### src/inc/plm_map.vh
// Register map, codes and reset values of the PIN manager
`ifndef PLM_MAP_VH
`define PLM_MAP_VH
// ==================== Register byte offsets
`define PLM_A_CMD      8'h00
`define PLM_A_STAT     8'h04
`define PLM_A_STATE    8'h08
`define PLM_A_KEYREF   8'h0c
`define PLM_A_DATA0    8'h10
`define PLM_A_DATA1    8'h14
`define PLM_A_DATA2    8'h18
`define PLM_A_DATA3    8'h1c
`define PLM_A_PIN_LO   8'h20
`define PLM_A_PIN_HI   8'h24
`define PLM_A_PUK_LO   8'h28
`define PLM_A_PUK_HI   8'h2c
// ==================== Command codes (CMD bits 7:0)
`define PLM_OP_DISABLE 8'h01
`define PLM_OP_ENABLE  8'h02
`define PLM_OP_UNBLOCK 8'h03
// ==================== Parameter values
`define PLM_LC_EMPTY   8'h00
`define PLM_LC_PIN     8'h08
`define PLM_LC_UNBLK   8'h10
`define PLM_P1_NONE    8'h00
`define PLM_P1_RSVD    8'h01
`define PLM_KREF_NONE  5'h00
`define PLM_Q_USE      8'h08
`define PLM_Q_NOUSE    8'h00
// ==================== Initial counts and options
`define PLM_PIN_TRIES  2'h3
`define PLM_PUK_TRIES  4'ha
`define PLM_BLK_ENABLE 1'b0
`define PLM_KEYREF_RST 5'h01
// ==================== Status words
`define PLM_SW_OK      16'h9000
`define PLM_SW_RETRY   12'h63c
`define PLM_SW_BLOCKED 16'h6983
`define PLM_SW_REFUSED 16'h6985
`define PLM_SW_BADLEN  16'h6700
`define PLM_SW_BADP1   16'h6a86
`define PLM_SW_NOREF   16'h6a88
`define PLM_SW_BADINS  16'h6d00
`define PLM_SW_RST     16'h0000
`endif

### src/plm_core.v
// PIN lifecycle command handler with an APB register slave
`timescale 1ns/1ps
`default_nettype none
`include "plm_map.vh"
module plm_core (
  input  wire        core_clk_i,   // 40 MHz clock
  input  wire        srst_i,       // Session reset, sync, high
  input  wire        fac_init_i,   // Personalise persistent state
  input  wire        psel_i,       // APB select
  input  wire        penable_i,    // APB access phase
  input  wire        pwrite_i,     // APB direction
  input  wire [7:0]  paddr_i,      // APB byte address
  input  wire [31:0] pwdata_i,     // APB write data
  output reg  [31:0] prdata_o,     // APB read data
  output reg         pready_o,     // APB ready
  output reg         pslverr_o,    // APB error, unmapped
  output reg         granted_o,    // PIN access condition met
  output reg         se_reval_o,   // Revalidate environment
  output reg  [7:0]  repl_qual_o,  // Replacement usage qualifier
  output reg  [4:0]  repl_kref_o   // Replacement key reference
);

  // ==================== Persistent state
  // Only fac_init_i resets these; a session reset leaves them,
  // so failure counts carry over from one session to the next.
  reg [1:0]  pin_try;      // Remaining PIN tries
  reg [3:0]  puk_try;      // Remaining unblock key tries
  reg        pin_en;       // PIN comparison required
  reg        pin_blk;      // PIN blocked
  reg        puk_blk;      // Unblock key blocked
  reg [63:0] ref_pin;      // Reference PIN value
  reg [63:0] ref_puk;      // Reference unblock key

  // ==================== Session state
  reg        verified;     // Access level satisfied this session
  reg [4:0]  keyref;       // Key reference of this PIN
  reg [31:0] cmd;          // Latched command word
  reg        go;           // Execute latched command
  reg        done;         // Status word valid
  reg [15:0] sw;           // Last status word
  reg [31:0] dat [0:3];    // Command data bytes 1..16

  // ==================== Command fields
  wire [7:0]  op  = cmd[7:0];     // Command code
  wire [7:0]  p1  = cmd[15:8];    // Parameter 1
  wire [7:0]  p2  = cmd[23:16];   // Parameter 2
  wire [7:0]  lc  = cmd[31:24];   // Data length
  wire [63:0] d_a = {dat[1], dat[0]};  // First eight bytes
  wire [63:0] d_b = {dat[3], dat[2]};  // Second eight bytes

  // ==================== APB strobes
  wire acc  = psel_i & penable_i & pready_o;  // Completing access
  wire wr   = acc & pwrite_i;                 // Write takes effect
  wire amap = (paddr_i[1:0] == 2'h0) &&
              (paddr_i <= `PLM_A_PUK_HI);     // Mapped word

  // ==================== Next values from the command engine
  reg [1:0]  next_pin_try;  // PIN tries after command
  reg [3:0]  next_puk_try;  // Key tries after command
  reg        next_pin_en;   // Enabled after command
  reg        next_pin_blk;  // PIN blocked after command
  reg        next_puk_blk;  // Key blocked after command
  reg [63:0] next_ref_pin;  // PIN value after command
  reg        next_verified; // Access level after command
  reg        next_reval;    // Pulse a revalidation
  reg [7:0]  next_qual;     // Qualifier after command
  reg [4:0]  next_kref;     // Replacement ref after command
  reg [15:0] next_sw;       // Status word
  reg        dec_zero;      // Scratch: PIN count hits zero

  // Decode and execute one latched command
  always @* begin
    next_pin_try  = pin_try;
    next_puk_try  = puk_try;
    next_pin_en   = pin_en;
    next_pin_blk  = pin_blk;
    next_puk_blk  = puk_blk;
    next_ref_pin  = ref_pin;
    next_verified = verified;
    next_reval    = 1'b0;
    next_qual     = repl_qual_o;
    next_kref     = repl_kref_o;
    next_sw       = `PLM_SW_OK;
    dec_zero      = (pin_try <= 2'h1);
    // Only the addressed key reference is served here
    if ((p2[4:0] != keyref) ||
        (p2[4:0] == `PLM_KREF_NONE)) begin
      next_sw = `PLM_SW_NOREF;
    end else begin
      case (op)
        `PLM_OP_DISABLE: begin
          if (lc != `PLM_LC_PIN) begin
            next_sw = `PLM_SW_BADLEN;
          end else if ((p1[6:5] != 2'h0) ||
                       (p1 == `PLM_P1_RSVD) ||
                       (p1[7] && (p1[4:0] ==
                        `PLM_KREF_NONE))) begin
            next_sw = `PLM_SW_BADP1;
          end else if (!pin_en || pin_blk) begin
            next_sw = `PLM_SW_REFUSED;
          end else if (d_a == ref_pin) begin
            next_pin_try = `PLM_PIN_TRIES;
            next_pin_en  = 1'b0;
            next_reval   = 1'b1;
            if (p1[7]) begin
              next_qual = `PLM_Q_USE;
              next_kref = p1[4:0];
            end
          end else begin
            // Wrong PIN: stays enabled, may block
            next_pin_try = pin_try - 2'h1;
            next_sw = {`PLM_SW_RETRY, 2'h0, next_pin_try};
            if (dec_zero) begin
              next_pin_try = 2'h0;
              next_pin_blk = 1'b1;
              next_sw = {`PLM_SW_RETRY, 4'h0};
            end
          end
        end
        `PLM_OP_ENABLE: begin
          if (lc != `PLM_LC_PIN) begin
            next_sw = `PLM_SW_BADLEN;
          end else if (p1 != `PLM_P1_NONE) begin
            next_sw = `PLM_SW_BADP1;
          end else if (pin_en || pin_blk) begin
            next_sw = `PLM_SW_REFUSED;
          end else if (d_a == ref_pin) begin
            next_pin_try = `PLM_PIN_TRIES;
            next_pin_en  = 1'b1;
            next_qual    = `PLM_Q_NOUSE;
            next_reval   = 1'b1;
          end else begin
            // Wrong PIN: stays disabled, also once blocked
            next_pin_try = pin_try - 2'h1;
            next_sw = {`PLM_SW_RETRY, 2'h0, next_pin_try};
            if (dec_zero) begin
              next_pin_try = 2'h0;
              next_pin_blk = 1'b1;
              next_pin_en  = `PLM_BLK_ENABLE;
              next_sw = {`PLM_SW_RETRY, 4'h0};
            end
          end
        end
        `PLM_OP_UNBLOCK: begin
          if (p1 != `PLM_P1_NONE) begin
            next_sw = `PLM_SW_BADP1;
          end else if (lc == `PLM_LC_EMPTY) begin
            // A blocked key has count zero, so 63C0 comes out
            next_sw = {`PLM_SW_RETRY, puk_try};
            if (puk_blk) begin
              next_sw = {`PLM_SW_RETRY, 4'h0};
            end
          end else if (lc != `PLM_LC_UNBLK) begin
            next_sw = `PLM_SW_BADLEN;
          end else if (puk_blk) begin
            next_sw = `PLM_SW_BLOCKED;
          end else if (d_a == ref_puk) begin
            // New PIN is one stored value, taken from the second eight bytes
            next_ref_pin  = d_b;
            next_puk_try  = `PLM_PUK_TRIES;
            next_pin_try  = `PLM_PIN_TRIES;
            next_pin_blk  = 1'b0;
            next_pin_en   = 1'b1;
            next_verified = 1'b1;
          end else begin
            // PIN flags are left alone here
            next_puk_try = puk_try - 4'h1;
            next_sw = {`PLM_SW_RETRY, next_puk_try};
            if (puk_try <= 4'h1) begin
              next_puk_try = 4'h0;
              next_puk_blk = 1'b1;
              next_sw = {`PLM_SW_RETRY, 4'h0};
            end
          end
        end
        default: begin
          next_sw = `PLM_SW_BADINS;         // Unknown command
        end
      endcase
    end
  end

  // ==================== Persistent storage
  // Updated only by an executed command or personalisation
  always @(posedge core_clk_i) begin
    if (fac_init_i) begin
      pin_try <= `PLM_PIN_TRIES;
      puk_try <= `PLM_PUK_TRIES;
      pin_en  <= 1'b1;
      pin_blk <= 1'b0;
      puk_blk <= 1'b0;
    end else if (go) begin
      pin_try <= next_pin_try;
      puk_try <= next_puk_try;
      pin_en  <= next_pin_en;
      pin_blk <= next_pin_blk;
      puk_blk <= next_puk_blk;
    end
  end

  // Reference values; personalised over the bus
  always @(posedge core_clk_i) begin
    if (fac_init_i) begin
      ref_pin <= 64'h0;
      ref_puk <= 64'h0;
    end else if (go) begin
      ref_pin <= next_ref_pin;
    end else if (wr) begin
      case (paddr_i)
        `PLM_A_PIN_LO: ref_pin[31:0]  <= pwdata_i;
        `PLM_A_PIN_HI: ref_pin[63:32] <= pwdata_i;
        `PLM_A_PUK_LO: ref_puk[31:0]  <= pwdata_i;
        `PLM_A_PUK_HI: ref_puk[63:32] <= pwdata_i;
        default: begin
        end
      endcase
    end
  end

  // ==================== Command latch and status
  // A CMD write is executed one cycle later; no queue is kept,
  // so software polls done before issuing the next command.
  always @(posedge core_clk_i) begin
    if (srst_i) begin
      cmd  <= 32'h0;
      go   <= 1'b0;
      done <= 1'b0;
      sw   <= `PLM_SW_RST;
    end else begin
      go <= wr && (paddr_i == `PLM_A_CMD);
      if (wr && (paddr_i == `PLM_A_CMD)) begin
        cmd  <= pwdata_i;
        done <= 1'b0;
      end else if (go) begin
        sw   <= next_sw;
        done <= 1'b1;
      end
    end
  end

  // ==================== Session flags and outputs
  // Revalidation is a one-cycle pulse after a successful disable or enable
  always @(posedge core_clk_i) begin
    if (srst_i) begin
      verified    <= 1'b0;
      se_reval_o  <= 1'b0;
      granted_o   <= 1'b0;
      repl_qual_o <= `PLM_Q_NOUSE;
      repl_kref_o <= `PLM_KREF_NONE;
    end else begin
      se_reval_o <= go & next_reval;
      if (go) begin
        verified    <= next_verified;
        repl_qual_o <= next_qual;
        repl_kref_o <= next_kref;
      end
      // Disabled grants even if blocked; enabled needs unblock
      granted_o <= !pin_en ||
                   (verified && !pin_blk);
    end
  end

  // ==================== Data and key reference registers
  always @(posedge core_clk_i) begin
    if (srst_i) begin
      keyref <= `PLM_KEYREF_RST;
      dat[0] <= 32'h0;
      dat[1] <= 32'h0;
      dat[2] <= 32'h0;
      dat[3] <= 32'h0;
    end else if (wr) begin
      case (paddr_i)
        `PLM_A_KEYREF: keyref <= pwdata_i[4:0];
        `PLM_A_DATA0:  dat[0] <= pwdata_i;
        `PLM_A_DATA1:  dat[1] <= pwdata_i;
        `PLM_A_DATA2:  dat[2] <= pwdata_i;
        `PLM_A_DATA3:  dat[3] <= pwdata_i;
        default: begin
        end
      endcase
    end
  end

  // ==================== APB slave
  // One wait state: ready rises in the second access cycle
  always @(posedge core_clk_i) begin
    if (srst_i) begin
      pready_o  <= 1'b0;
      pslverr_o <= 1'b0;
      prdata_o  <= 32'h0;
    end else begin
      pready_o  <= psel_i & penable_i & ~pready_o;
      pslverr_o <= psel_i & penable_i & ~pready_o & ~amap;
      prdata_o  <= 32'h0;
      if (psel_i && penable_i && !pready_o && !pwrite_i) begin
        case (paddr_i)
          `PLM_A_CMD:    prdata_o <= cmd;
          `PLM_A_STAT:   prdata_o <= {15'h0, done, sw};
          `PLM_A_STATE:  prdata_o <= {3'h0, repl_kref_o,
                                      repl_qual_o, 4'h0,
                                      granted_o, puk_blk,
                                      pin_blk, pin_en,
                                      puk_try, 2'h0, pin_try};
          `PLM_A_KEYREF: prdata_o <= {27'h0, keyref};
          `PLM_A_DATA0:  prdata_o <= dat[0];
          `PLM_A_DATA1:  prdata_o <= dat[1];
          `PLM_A_DATA2:  prdata_o <= dat[2];
          `PLM_A_DATA3:  prdata_o <= dat[3];
          default:       prdata_o <= 32'h0;  // Keys read as zero
        endcase
      end
    end
  end

endmodule
`default_nettype wire

### config.mk
export PLATFORM = sky130hd
export DESIGN_NAME = plm_core
export DESIGN_NICKNAME = d
export VERILOG_FILES = /design/src/plm_core.v
export VERILOG_INCLUDE_DIRS = /design/src /design/src/inc
export SDC_FILE = /design/constraint.sdc
export NUM_CORES = 1
export LEC_CHECK = 0
export ABC_CLOCK_PERIOD_IN_PS = 5920
export CAP_MARGIN = 25
export CORE_AREA = 2 2 239 123
export DETAILED_ROUTE_END_ITERATION = 7
export DIE_AREA = 0 0 241 125
export DONT_BUFFER_PORTS = 1
export PLACE_DENSITY = 0.75
export RECOVER_POWER = 100
export REMOVE_ABC_BUFFERS = 1
export SLEW_MARGIN = 10
export SYNTH_ARGS = -nofsm -noshare
export SYNTH_HDL_FRONTEND = slang
export SYNTH_SLANG_ARGS = --single-unit
export TNS_END_PERCENT = 5
### constraint.sdc
create_clock -name core_clk_i -period 5.92 [get_ports core_clk_i]
set_input_delay 1.184 -clock core_clk_i [delete_from_list [all_inputs] [get_ports core_clk_i]]
set_output_delay 1.184 -clock core_clk_i [all_outputs]
set_load 0.05 [all_outputs]
==> report_table.html <==
<table>
<tr><th>Metric</th><th>Value</th></tr>
<tr><th colspan="2">Run status</th></tr>
<tr><td>Result of the run</td><td>finished with violations</td></tr>
<tr><td>Failing checks</td><td>design-rule violations, max-capacitance violations, max-slew violations</td></tr>
<tr><th colspan="2">Synth</th></tr>
<tr><td>Synth cell count leaders</td><td>231 x dfxtp_1, 148 x a21oi_1, 134 x and2_1, 129 x xnor2_1, 128 x edfxtp_1</td></tr>
<tr><td>Fraction of the yosys area taken by sequential cells</td><td>around half</td></tr>
<tr><td>Async set-reset flop share out of synthesis</td><td>0%</td></tr>
<tr><td>Number of warnings issued by yosys</td><td>0</td></tr>
<tr><td>Cells taking the most area after synthesis</td><td>dfxtp_1 28%, edfxtp_1 23%, xnor2_1 6.8%</td></tr>
<tr><td>Fraction of synthesized cell area taken by the top area cell type</td><td>27.87%</td></tr>
<tr><td>Count of state elements after synthesis</td><td>359</td></tr>
<tr><td>Leading area contributor after synthesis</td><td>dfxtp_1</td></tr>
<tr><td>Instance count of the mapped netlist</td><td>1656</td></tr>
<tr><td>Synth unique cells</td><td>78</td></tr>
<tr><td>Mean instance size in the synthesized netlist</td><td>10.02 µm²</td></tr>
<tr><td>Top FF cell, synth</td><td>dfxtp_1</td></tr>
<tr><td>Post-synth EDFFs</td><td>approximately 130</td></tr>
<tr><td>Count leader, synth</td><td>dfxtp_1</td></tr>
<tr><td>Synth Cell Area</td><td>~17000 µm²</td></tr>
<tr><th colspan="2">Power</th></tr>
<tr><td>Share of total power in the clock network</td><td>around 44%</td></tr>
<tr><td>Int Power</td><td>around 3800 µW</td></tr>
<tr><td>Pwr per Cell Area</td><td>273.5 nW/µm²</td></tr>
<tr><td>Switching power as a share of total power</td><td>between 20% and 30%</td></tr>
<tr><td>Net switching power</td><td>around 1100 µW</td></tr>
<tr><td>IR drop worst, VDD</td><td>roughly 0.00024 V</td></tr>
<tr><td>Combinational cell fraction of total power</td><td>approximately 2.9%</td></tr>
<tr><td>P_leak</td><td>~0.0057 µW</td></tr>
<tr><td>Register share of total power</td><td>approximately 53%</td></tr>
<tr><th colspan="2">Worst hold path</th></tr>
<tr><td>Hold path start</td><td>sw[10]</td></tr>
<tr><td>Class of the most critical hold timing path</td><td>reg -&gt; reg</td></tr>
<tr><td>Endpoint of the worst hold path</td><td>sw[10]</td></tr>
<tr><td>Hold path cells</td><td>2</td></tr>
<tr><th colspan="2">Detailed routing</th></tr>
<tr><td>Average wire length per cell after detail routing</td><td>29.04 µm</td></tr>
<tr><td>DRC</td><td>2</td></tr>
<tr><td>Routed via count</td><td>13690</td></tr>
<tr><td>Detailed-router iteration count before antenna repair</td><td>8</td></tr>
<tr><td>Count of antenna-violating nets left after detailed routing</td><td>0</td></tr>
<tr><td>Overall routed net length</td><td>58320 µm</td></tr>
<tr><td>First-iteration detailed-routing DRC count</td><td>between 2000 and 2500</td></tr>
<tr><td>Avg Vias per Cell</td><td>about 7</td></tr>
<tr><th colspan="2">Timing</th></tr>
<tr><td>Fmax</td><td>about 200 MHz</td></tr>
<tr><td>Summed negative setup slack over all endpoints</td><td>0 ns</td></tr>
<tr><td>Max Slew Vio Count</td><td>501</td></tr>
<tr><td>Shortest period the worst path allows</td><td>between 5 and 6 ns</td></tr>
<tr><td>Count of final hold-check violations</td><td>0</td></tr>
<tr><td>Setup Skew</td><td>between 0.02 and 0.025 ns</td></tr>
<tr><td>Hold WS</td><td>about 0.47 ns</td></tr>
<tr><td>Portion of the clock cycle consumed by the worst path in the final layout</td><td>between 80 and 90%</td></tr>
<tr><td>Worst slew margin</td><td>-103.0%</td></tr>
<tr><td>Pin slew with the least headroom to its limit</td><td>around 3.0 ns</td></tr>
<tr><td>Final number of setup-violating endpoints</td><td>0</td></tr>
<tr><td>Unrepaired setup endpoints after global routing</td><td>no</td></tr>
<tr><td>Final worst-path setup slack</td><td>0.8941 ns</td></tr>
<tr><th colspan="2">Critical path</th></tr>
<tr><td>Required time reported for the critical path endpoint</td><td>roughly 6.2 ns</td></tr>
<tr><td>Maximum fanout along the worst path</td><td>33</td></tr>
<tr><td>Worst Setup End Kind</td><td>flip-flop</td></tr>
<tr><td>Class of the most critical setup path</td><td>in -&gt; reg</td></tr>
<tr><td>Reg2reg setup slack</td><td>approximately 1.0 ns</td></tr>
<tr><td>Element type at the critical path start</td><td>input port</td></tr>
<tr><td>Arrival @ worst endpoint</td><td>between 5 and 6 ns</td></tr>
<tr><td>Worst reg-to-reg path cell count</td><td>9</td></tr>
<tr><td>Worst reg2reg path endpoint</td><td>ref_pin[36]</td></tr>
<tr><td>Launch instance of the worst register-to-register path</td><td>dat[1][10]</td></tr>
<tr><th colspan="2">Clock network</th></tr>
<tr><td>Clock latency on the worst-skew pair</td><td>0.59 ns</td></tr>
<tr><td>Post-CTS repair timing setup buffer count</td><td>0</td></tr>
<tr><td>Maximum level of the CTS H-tree</td><td>1</td></tr>
<tr><td>Buffer cell driving the clock tree root</td><td>clkbuf_16</td></tr>
<tr><td>CTS Sinks</td><td>~360</td></tr>
<tr><td>Number of clock buffers inserted by TritonCTS</td><td>30</td></tr>
<tr><td>Clock transition at the registers of the reported paths</td><td>about 0.070 ns</td></tr>
<tr><td>Number of buffers added to fix hold violations after cts</td><td>0</td></tr>
<tr><td>Cells resized by post-CTS repair</td><td>0</td></tr>
<tr><td>Clock tree from TritonCTS</td><td>yes</td></tr>
<tr><td>Buffers from clock root to sink, at most</td><td>3</td></tr>
<tr><th colspan="2">Floorplanning</th></tr>
<tr><td>Horizontal extent of the die</td><td>241 µm</td></tr>
<tr><td>I/O pins</td><td>95</td></tr>
<tr><td>Core ar.</td><td>between 20000 and 30000 µm²</td></tr>
<tr><td>Cell Rows</td><td>44</td></tr>
<tr><td>Chip Height</td><td>between 100 and 150 µm</td></tr>
<tr><td>Area of the die</td><td>30130 µm²</td></tr>
<tr><td>Effective utilization at floorplan</td><td>about three fifths</td></tr>
<tr><th colspan="2">Placed design</th></tr>
<tr><td>Post-place setup slack</td><td>1.969 ns</td></tr>
<tr><td>Port buffer count</td><td>0</td></tr>
<tr><td>Gp weighted congestion</td><td>approximately 1</td></tr>
<tr><td>Hpwl dp</td><td>37600 µm</td></tr>
<tr><td>Total placed cells including tap cells</td><td>1949</td></tr>
<tr><th colspan="2">Finish</th></tr>
<tr><td>Area growth from synthesis to final layout</td><td>7.609%</td></tr>
<tr><td>Nets@finish</td><td>1640</td></tr>
<tr><td>Fraction of final layout cells with drive strength greater than 1</td><td>approximately 5.8%</td></tr>
<tr><td>Fin cells</td><td>2008</td></tr>
<tr><th colspan="2">Global routing</th></tr>
<tr><td>Gr usage total</td><td>about two fifths</td></tr>
<tr><td>GR Util met3</td><td>about 18%</td></tr>
<tr><td>Met1 Usage GRT</td><td>between 50% and 60%</td></tr>
<tr><td>Sum of overflow across all layers after global routing</td><td>0</td></tr>
<tr><td>Antenna violations before repair</td><td>2</td></tr>
<tr><td>Global-route met2 utilization</td><td>between 40 and 50%</td></tr>
<tr><td>Peak-usage layer in the global routing report</td><td>met1</td></tr>
<tr><td>Number of global-route vias before repair</td><td>between 10000 and 15000</td></tr>
<tr><td>Pin count of the biggest net entering global routing</td><td>170</td></tr>
<tr><td>Global-route wire length before repair</td><td>about 85000 µm</td></tr>
<tr><th colspan="2">Job</th></tr>
<tr><td>MaxCap Viol Count</td><td>14</td></tr>
</table>
## routing by layer
| metal | up-vias | routed length [µm] |
|---|---|---|
| met2 | 1090 | 22570 |
| met4 | 2 | 1750 |
| met3 | 143 | 10520 |
| met1 | 6534 | 23460 |
| met5 | - | 13 |
| li1 | 5925 | - |
## registers in the layout, summed over array words and instances, names as in the netlist, 2 cells and up
name         count
sw              12
keyref           5
ref_pin         64
cmd             32
repl_kref_o      5
dat            128
puk_try          4
pin_try          2
ref_puk         64
prdata_o        32
## final cells by class
class / instances / area (µm²)
clock inverters: 17 / 191.4
multi-input cells: 1165 / 7611
clock buffers: 39 / 845.8
flip-flops and latches: 359 / 8472
diodes: 1 / 2.502
well taps: 391 / 489.2
inverters: 8 / 30.03
repair buffers: 28 / 212.7
fillers: 2362 / 10440
## how the worst max path moves through the flow
stage,cells past startpoint,end,slack (ns),from
6_report,6,dat[0][14],0.89,paddr_i[2]
5_1_grt,9,ref_pin[36],0.94,dat[0][20]
4_1_cts,9,ref_pin[46],2.02,dat[1][10]
3_5_place_dp,5,dat[0][30],1.97,paddr_i[2]
3_3_place_gp,5,dat[0][30],2.01,paddr_i[2]
2_1_floorplan,5,ref_puk[32],0.64,paddr_i[1]
## critical path, stage by stage
cell,delay [ns]
or4_1,0.76
nor2_4,0.17
clkbuf_1,1.90
nand2_1,0.14
nand2_1,0.84
buf_16,0.28
## cells by family after synthesis
group | share of synthesized area, %
and+or+nand+nor | 17.05
AOI/OAI and AO/OA | 18.60
DFF | 51.04
buffers and inverters | 3.529
xor gates and xnor gates | 7.073
muxes | 2.481
adders and majority gates | 0.2111
other | 0.02260
## power groups by stage
stage / clock (µW) / combinational, µW / sequential [µW]
3_3_place_gp: 0 / 130 / 2660
6_report: 2130 / 144 / 2610
4_1_cts: 2130 / 133 / 2610
5_1_grt: 2230 / 148 / 2610
3_5_place_dp: 0 / 132 / 2660
2_1_floorplan: 0 / 82.3 / 2650
## placed cells by master (no fill, tap or decap), drive strengths merged, types with 32 or more instances in the layout
master | synthesis | final
dfxtp | 231 | 231
a21oi | 148 | 148
and2 | 136 | 136
xnor2 | 129 | 129
edfxtp | 128 | 128
nand2 | 109 | 109
a22oi | 84 | 84
nor2 | 82 | 82
nor2b | 68 | 68
clkbuf | 104 | 53
o21ai | 49 | 49
nand4 | 41 | 41
mux2i | 40 | 40
a211oi | 38 | 38
a31oi | 34 | 34
o41ai | 32 | 32
a22o | 32 | 32
## metrics by stage
step | power [µW] | area [µm²] | util, %
final | 4884 | 17850 | 63.10
after detailed placement | 2793 | 16870 | 59.61
after floorplan | 2736 | 16060 | -
after global placement | 2790 | 16850 | 59.54
after global routing | 4986 | 17850 | 63.09
after CTS | 4871 | 17900 | 63.27
(Power assumes the default switching activity.)
